==> config.mk <==
export PLATFORM = sky130hd
export DESIGN_NAME = bit_manipulation_unit
export DESIGN_NICKNAME = d
export VERILOG_FILES = /design/src/logic/bmu_pkg.sv /design/src/logic/bit_manipulation_unit.sv /design/src/logic/bit_logic_unit.sv
export SDC_FILE = /design/constraint.sdc
export NUM_CORES = 1
export LEC_CHECK = 0
export BUFFER_PORTS_ARGS = -buffer_cell sky130_fd_sc_hd__clkbuf_2
export CORE_ASPECT_RATIO = 1.5
export CORE_MARGIN = 2
export CORE_UTILIZATION = 57
export CTS_CLUSTER_SIZE = 30
export DETAILED_ROUTE_END_ITERATION = 8
export PLACE_DENSITY = 0.85
export SLEW_MARGIN = 20
export SYNTH_ARGS = -nofsm -noshare
export SYNTH_HDL_FRONTEND = slang
export SYNTH_SLANG_ARGS = --single-unit
==> constraint.sdc <==
create_clock -name i_clk -period 6.6 [get_ports i_clk]
set_input_delay 0.66 -clock i_clk [delete_from_list [all_inputs] [get_ports i_clk]]
set_output_delay 0.66 -clock i_clk [all_outputs]
set_load 0.1 [all_outputs]
==> src/logic/bmu_pkg.sv <==
package bmu_pkg;

	localparam int BYTE_W = 8;
	localparam int POS_W = 3;

	localparam logic [7:0] OPERAND_RST = 8'h00;
	localparam logic [2:0] POS_RST = 3'h0;
	localparam logic CARRY_RST = 1'h0;
	localparam logic [7:0] ONE_HOT_BASE = 8'h01;

	typedef enum logic [3:0] {
		bit_set_op = 4'h0,
		bit_clear_op = 4'h1,
		bit_invert_op = 4'h2,
		bit_test_op = 4'h3,
		carry_and_bit_op = 4'h4,
		carry_and_inverted_bit_op = 4'h5,
		carry_or_bit_op = 4'h6,
		carry_or_inverted_bit_op = 4'h7,
		carry_xor_bit_op = 4'h8,
		carry_xor_inverted_bit_op = 4'h9,
		load_bit_to_carry_op = 4'ha,
		load_inverted_bit_to_carry_op = 4'hb,
		store_carry_to_bit_op = 4'hc,
		store_inverted_carry_to_bit_op = 4'hd
	} bit_op_t;

	localparam logic [3:0] LAST_OP_CODE = 4'hd;

	typedef enum logic [1:0] {
		st_idle = 2'h0,
		st_fetch = 2'h1,
		st_exec = 2'h2
	} state_t;

	function automatic logic [7:0] bit_mask(input logic [2:0] pos);
		return ONE_HOT_BASE << pos;
	endfunction

	function automatic logic is_legal(input logic [3:0] code);
		return code <= LAST_OP_CODE;
	endfunction

	function automatic logic is_inverted(input logic [3:0] code);
		return code inside {carry_and_inverted_bit_op, carry_or_inverted_bit_op,
			carry_xor_inverted_bit_op, load_inverted_bit_to_carry_op,
			store_inverted_carry_to_bit_op};
	endfunction

	function automatic logic writes_operand(input logic [3:0] code);
		return code inside {bit_set_op, bit_clear_op, bit_invert_op,
			store_carry_to_bit_op, store_inverted_carry_to_bit_op};
	endfunction

endpackage

==> src/logic/bit_manipulation_unit.sv <==
module bit_manipulation_unit (
	input wire logic i_clk,
	input wire logic i_rst_n,
	input wire logic i_start,
	input wire logic [3:0] i_op,
	input wire logic [2:0] i_bit_imm,
	input wire logic i_bit_from_reg,
	input wire logic [7:0] i_bit_reg,
	input wire logic i_in_memory,
	input wire logic [7:0] i_reg_operand,
	input wire logic i_carry,
	input wire logic i_mem_rvalid,
	input wire logic [7:0] i_mem_rdata,
	output logic o_busy,
	output logic o_done,
	output logic o_illegal,
	output logic o_mem_rd,
	output logic o_mem_wr,
	output logic [7:0] o_mem_wdata,
	output logic o_reg_wr,
	output logic [7:0] o_reg_wdata,
	output logic o_carry_wr,
	output logic o_carry,
	output logic o_zero_wr,
	output logic o_zero
);

	bmu_pkg::state_t state_q;
	bmu_pkg::state_t state_d;
	logic [3:0] op_q;
	logic [2:0] pos_q;
	logic [7:0] operand_q;
	logic carry_q;
	logic in_mem_q;

	logic [2:0] pos_sel;
	logic start_ok;
	logic start_bad;
	logic [7:0] new_byte;
	logic new_carry;
	logic new_zero;
	logic wr_operand;
	logic wr_carry;
	logic wr_zero;

	// Only the low three bits of the register matter
	assign pos_sel = i_bit_from_reg ? i_bit_reg[2:0] : i_bit_imm;

	// Register-sourced bit numbers are refused for the inverted forms,
	// so the operand is never touched by a malformed request
	assign start_bad = (state_q == bmu_pkg::st_idle) && i_start
		&& (!bmu_pkg::is_legal(i_op)
		|| (i_bit_from_reg && bmu_pkg::is_inverted(i_op)));
	assign start_ok = (state_q == bmu_pkg::st_idle) && i_start && !start_bad;

	always_comb begin
		state_d = state_q;
		unique case (state_q)
			bmu_pkg::st_idle: begin
				if (start_ok) begin
					state_d = i_in_memory ? bmu_pkg::st_fetch : bmu_pkg::st_exec;
				end
			end
			bmu_pkg::st_fetch: begin
				if (i_mem_rvalid) begin
					state_d = bmu_pkg::st_exec;
				end
			end
			bmu_pkg::st_exec: begin
				state_d = bmu_pkg::st_idle;
			end
			default: begin
				state_d = bmu_pkg::st_idle;
			end
		endcase
	end

	always_ff @(posedge i_clk) begin
		if (!i_rst_n) begin
			state_q <= bmu_pkg::st_idle;
		end else begin
			state_q <= state_d;
		end
	end

	// Operands are frozen at the start so a changing register file or
	// carry during a memory wait cannot corrupt the result
	always_ff @(posedge i_clk) begin
		if (!i_rst_n) begin
			op_q <= 4'h0;
			pos_q <= bmu_pkg::POS_RST;
			carry_q <= bmu_pkg::CARRY_RST;
			in_mem_q <= 1'h0;
		end else if (start_ok) begin
			op_q <= i_op;
			pos_q <= pos_sel;
			carry_q <= i_carry;
			in_mem_q <= i_in_memory;
		end
	end

	always_ff @(posedge i_clk) begin
		if (!i_rst_n) begin
			operand_q <= bmu_pkg::OPERAND_RST;
		end else if (start_ok && !i_in_memory) begin
			operand_q <= i_reg_operand;
		end else if (state_q == bmu_pkg::st_fetch && i_mem_rvalid) begin
			operand_q <= i_mem_rdata;
		end
	end

	bit_logic_unit u_logic (
		.i_op(op_q),
		.i_operand(operand_q),
		.i_pos(pos_q),
		.i_carry(carry_q),
		.o_byte(new_byte),
		.o_carry(new_carry),
		.o_zero(new_zero),
		.o_wr_operand(wr_operand),
		.o_wr_carry(wr_carry),
		.o_wr_zero(wr_zero)
	);

	always_ff @(posedge i_clk) begin
		if (!i_rst_n) begin
			o_mem_rd <= 1'h0;
			o_busy <= 1'h0;
		end else begin
			o_mem_rd <= start_ok && i_in_memory;
			o_busy <= state_d != bmu_pkg::st_idle;
		end
	end

	always_ff @(posedge i_clk) begin
		if (!i_rst_n) begin
			o_done <= 1'h0;
			o_illegal <= 1'h0;
		end else begin
			o_done <= (state_q == bmu_pkg::st_exec) || start_bad;
			o_illegal <= start_bad;
		end
	end

	// The whole byte goes back, with only the chosen bit changed
	always_ff @(posedge i_clk) begin
		if (!i_rst_n) begin
			o_mem_wr <= 1'h0;
			o_reg_wr <= 1'h0;
			o_mem_wdata <= bmu_pkg::OPERAND_RST;
			o_reg_wdata <= bmu_pkg::OPERAND_RST;
		end else begin
			o_mem_wr <= 1'h0;
			o_reg_wr <= 1'h0;
			if (state_q == bmu_pkg::st_exec && wr_operand) begin
				if (in_mem_q) begin
					o_mem_wr <= 1'h1;
					o_mem_wdata <= new_byte;
				end else begin
					o_reg_wr <= 1'h1;
					o_reg_wdata <= new_byte;
				end
			end
		end
	end

	// Flag outputs hold their last value between updates
	always_ff @(posedge i_clk) begin
		if (!i_rst_n) begin
			o_carry_wr <= 1'h0;
			o_zero_wr <= 1'h0;
			o_carry <= bmu_pkg::CARRY_RST;
			o_zero <= 1'h0;
		end else begin
			o_carry_wr <= (state_q == bmu_pkg::st_exec) && wr_carry;
			o_zero_wr <= (state_q == bmu_pkg::st_exec) && wr_zero;
			if (state_q == bmu_pkg::st_exec && wr_carry) begin
				o_carry <= new_carry;
			end
			if (state_q == bmu_pkg::st_exec && wr_zero) begin
				o_zero <= new_zero;
			end
		end
	end

	// Checks
	logic exec;
	logic sel_bit;
	logic [7:0] sel_mask;
	assign exec = state_q == bmu_pkg::st_exec;
	assign sel_bit = operand_q[pos_q];
	assign sel_mask = bmu_pkg::bit_mask(pos_q);
endmodule

==> src/logic/bit_logic_unit.sv <==
module bit_logic_unit (
	input wire logic [3:0] i_op,
	input wire logic [7:0] i_operand,
	input wire logic [2:0] i_pos,
	input wire logic i_carry,
	output logic [7:0] o_byte,
	output logic o_carry,
	output logic o_zero,
	output logic o_wr_operand,
	output logic o_wr_carry,
	output logic o_wr_zero
);

	logic sel;
	logic [7:0] mask;

	always_comb begin
		sel = i_operand[i_pos];
		mask = bmu_pkg::bit_mask(i_pos);
		o_byte = i_operand;
		o_carry = i_carry;
		o_zero = 1'h0;
		o_wr_operand = 1'h0;
		o_wr_carry = 1'h0;
		o_wr_zero = 1'h0;
		unique case (i_op)
			bmu_pkg::bit_set_op: begin
				o_byte = i_operand | mask;
				o_wr_operand = 1'h1;
			end
			bmu_pkg::bit_clear_op: begin
				o_byte = i_operand & ~mask;
				o_wr_operand = 1'h1;
			end
			bmu_pkg::bit_invert_op: begin
				o_byte = i_operand ^ mask;
				o_wr_operand = 1'h1;
			end
			bmu_pkg::bit_test_op: begin
				o_zero = ~sel;
				o_wr_zero = 1'h1;
			end
			bmu_pkg::carry_and_bit_op: begin
				o_carry = i_carry & sel;
				o_wr_carry = 1'h1;
			end
			bmu_pkg::carry_and_inverted_bit_op: begin
				o_carry = i_carry & ~sel;
				o_wr_carry = 1'h1;
			end
			bmu_pkg::carry_or_bit_op: begin
				o_carry = i_carry | sel;
				o_wr_carry = 1'h1;
			end
			bmu_pkg::carry_or_inverted_bit_op: begin
				o_carry = i_carry | ~sel;
				o_wr_carry = 1'h1;
			end
			bmu_pkg::carry_xor_bit_op: begin
				o_carry = i_carry ^ sel;
				o_wr_carry = 1'h1;
			end
			bmu_pkg::carry_xor_inverted_bit_op: begin
				o_carry = i_carry ^ ~sel;
				o_wr_carry = 1'h1;
			end
			bmu_pkg::load_bit_to_carry_op: begin
				o_carry = sel;
				o_wr_carry = 1'h1;
			end
			bmu_pkg::load_inverted_bit_to_carry_op: begin
				o_carry = ~sel;
				o_wr_carry = 1'h1;
			end
			bmu_pkg::store_carry_to_bit_op: begin
				o_byte = (i_operand & ~mask) | (i_carry ? mask : 8'h00);
				o_wr_operand = 1'h1;
			end
			bmu_pkg::store_inverted_carry_to_bit_op: begin
				o_byte = (i_operand & ~mask) | (i_carry ? 8'h00 : mask);
				o_wr_operand = 1'h1;
			end
			default: begin
				o_byte = i_operand;
			end
		endcase
	end

endmodule

==> impl_metrics.csv <==
group,metric,value,unit
status,run_status,"complete, but fails checks",
status,violations,"DRC",
min_path,worstHoldStart,"o_zero",
setup_path,critPathKind,"in -> reg",
route,drtIter0Drc,112,
synthesis,synth_nets,363,
timing,tns,0,ns
route,drt_wl_total,5710,um
clock_tree,cts_resized,0,
setup_path,reg2reg_slack,4.09,ns
synthesis,synth_top_family_by_area,"compound AO/OA/AOI/OAI gates",
clock_tree,cts_buffer_depth,2,
synthesis,ys_seq_area_share,35.3,%
synthesis,synthDistinctLibCells,47,
timing,setup_ws,3.84,ns
synthesis,syn_area,2550,um^2
synthesis,ys.flop_type,"dfxtp_1",
placed_design,gp_congestion,0.894,
die,die-area,5040,um^2
timing,slew_headroom,34.9,%
die,rows,29,
final_layout,fill_cells,358,
route,drt-met1-wl,2310,um
route,wl_per_cell,14.4,um
clock_tree,clkSlewWorstSetupHoldPaths,0.08,ns
route,drc,2,
placed_design,io_buffers,58,
power,power.leakage,0.00128,uW
synthesis,synth_compound_area_share,24.5,%
timing,period_needed,2.76,ns
timing,drv_slew,0,
final_layout,nets,408,
clock_tree,numCtsBuffers,5,
synthesis,synth_seq_cells,45,
flow_run,maxCapViolCount,0,
synthesis,synth_top_area_share,35.3,%
placed_design,place_hpwl,4170,um
power,power.switching,220,uW
timing,rsz0062_at_grt,"false",
clock_tree,cts_setup_buffers,0,
synthesis,synth_xor_area_share,0.687,%
power,p_seq_share,44.9,%
grt,grt_first_pass_wirelength,9250,um
route,vias,2345,
synthesis,netlist_instances,305,
min_path,worst_hold_path.endpoint,"o_zero",
synthesis,synth-simple-area-share,16.2,%
clock_tree,cts_hold_buf,0,
setup_path,r2r-end,"o_reg_wdata[4]",
power,switching_share,32.2,%
clock_tree,cts_root_buf,"clkbuf_8",
setup_path,startpoint_type,"primary input",
final_layout,fin_area,2930,um^2
route,top_layer_used,"met4",
die,initial_core_util,59.6,%
timing,worst_pin_slew,0.976,ns
synthesis,synth_warnings,0,
synthesis,synthMuxAreaShare,5.54,%
route,antenna_left,0,
setup_path,timing.rr.start,"pos_q[2]",
final_layout,drive_above_1_share,21.1,%
setup_path,worst_ep_arrival_time,2.96,ns
grt,grt_overflow,0,
clock_tree,insertion_delay,0.31,ns
min_path,hold_depth,2,
timing,skew,0.00766,ns
final_layout,num_antenna_cells,0,
synthesis,synth_top_cell_by_area,"dfxtp_1",
power,p_int,463,uW
die,io_pins,64,
synthesis,synthArstFlopShare,0,%
die,core-area,4280,um^2
setup_path,crit_path_end_kind,"flop",
final_layout,area_delta_synth_final,14.9,%
grt,track_usage,23.5,%
min_path,hp-class,"reg -> reg",
timing,fin_crit_sh,41.8,%
clock_tree,cts_tree,"yes",
placed_design,post_dp_cell_area,2810,um^2
setup_path,worstPathRequired,6.81,ns
grt,antenna_found_initial,0,
route,viasPerCell,5.91,
grt,grt_max_degree,24,
clock_tree,h-tree-depth,2,
setup_path,cp_max_fo,18,
power,clockPowerShare,31.5,%
route,routed-wl-met2,2990,um
power,pwr-share-comb,23.6,%
die,die_x,58.6,um
synthesis,synth_edf_count,0,
timing,fmax,363,MHz
grt,first_global_vias,2155,
power,p_per_area,233,nW/um^2
route,firstDrtPassIters,7,
placed_design,pre_cts_slack,3.51,ns
final_layout,fin_util,68.4,%
synthesis,synth_area_leaders,"dfxtp_1, ha_1, mux2i_1",
timing,finalSetupViolCount,0,
synthesis,synthAdderAreaFrac,9.81,%
clock_tree,cts_num_sinks,45,
synthesis,syn_avg_cell_area,8.36,um^2
timing,hold_viol,0,
die,die_h,85.9,um
route,routed-wl-met3,298,um
setup_path,r2r_cells,7,
power,total_power,682,uW
power,irDropWorstVdd,0.117,mV
==> power by group through the flow <==
stage | Sequential [uW] | Clock [uW] | Combinational, uW
3_3_place_gp | 311 | 0 | 156
6_report | 306 | 215 | 161
2_1_floorplan | 340 | 0 | 95.2
5_1_grt | 309 | 231 | 177
4_1_cts | 306 | 220 | 161
3_5_place_dp | 312 | 0 | 160
==> critical path: stages <==
cell,delay (ns)
clkbuf_2,0.15
a22o_1,0.25
a2111oi_4,0.92
nand2b_1,0.59
a311oi_1,0.38
==> metal layers <==
layer  vias up  global-route usage (%)
li1       1179                       -
met1      1082                    26.1
met2        73                    42.0
met3        11                    4.98
met4         0                    9.92
met5         -                       0
==> cells in the mapped netlist (all sizes together) (6+ instances only) <==
cell	count
dfxtp	45
inv	26
o21ai	26
nor2	24
a21oi	22
ha	20
nand2	16
clkbuf	15
mux2i	13
nand3	10
a311oi	8
nand2b	8
buf	7
nor2b	6
o31ai	6
==> registers in the layout, summed over array words and instances, names as in the netlist <==
register     count
o_mem_wdata      8
o_reg_wdata      8
operand_q        8
op_q             4
pos_q            3
state_q          2
carry_q          1
in_mem_q         1
o_busy           1
o_carry          1
o_carry_wr       1
o_done           1
o_illegal        1
o_mem_rd         1
o_mem_wr         1
o_reg_wr         1
o_zero           1
o_zero_wr        1
==> cells in the final DEF, fill, tap and decap left out, types with 2 or more instances in the layout <==
cell type  synthesis  layout
clkbuf_2           0      58
dfxtp_1           45      45
inv_1             26      26
o21ai_0           25      25
nor2_1            24      24
a21oi_1           22      22
ha_1              20      20
nand2_1           16      16
mux2i_1           13      13
nand3_1           10      10
nand2b_1           8       8
a311oi_1           8       8
nor2b_1            6       6
o31ai_1            6       6
clkbuf_8           0       6
o22ai_1            5       5
a222oi_1           5       5
and3_1             4       4
or3_1              3       3
a221oi_1           3       3
a211oi_1           3       3
and2_1             3       3
or2_2              2       2
o41ai_1            2       2
a21o_1             2       2
nand4_1            2       2
a31oi_1            2       2
buf_4              0       2
==> worst max-delay path by stage <==
stage	startpoint	to	slack, ns	cells after the start
2_1_floorplan	i_bit_from_reg	operand_q[0]	4.38	7
3_3_place_gp	i_bit_from_reg	operand_q[3]	3.63	6
3_5_place_dp	i_bit_from_reg	operand_q[0]	3.51	5
4_1_cts	i_bit_from_reg	operand_q[0]	3.83	5
5_1_grt	i_bit_from_reg	operand_q[4]	3.62	5
6_report	i_bit_from_reg	operand_q[0]	3.84	5
==> kinds of logic (layout without fill, tap and decap cells) <==
family,Yosys count,in the layout
and+or+nand+nor,83,83
DFF,45,45
adders and majority gates,20,20
AOI/OAI and AO/OA,93,93
xor gates and xnor gates,2,2
buffers and inverters,48,94
muxes,14,14
==> per-stage QoR <==
step           instances  hold WS (ns)
3_5_place_dp         389         0.474
4_1_cts              397         0.488
5_1_grt              397         0.496
6_report             397         0.496
2_1_floorplan        305         0.484
3_3_place_gp         389         0.459
==> area by class of cell <==
type	count	area, um^2	area share, %
clock buffers	6	82.6	2.82
well taps	46	57.6	1.96
clock inverters	2	37.5	1.28
multi-input cells	212	1450	49.4
flip-flops and latches	45	901	30.7
inverters	26	97.6	3.33
repair buffers	60	305	10.4
No activity file was read; power rests on OpenSTA's default activity.
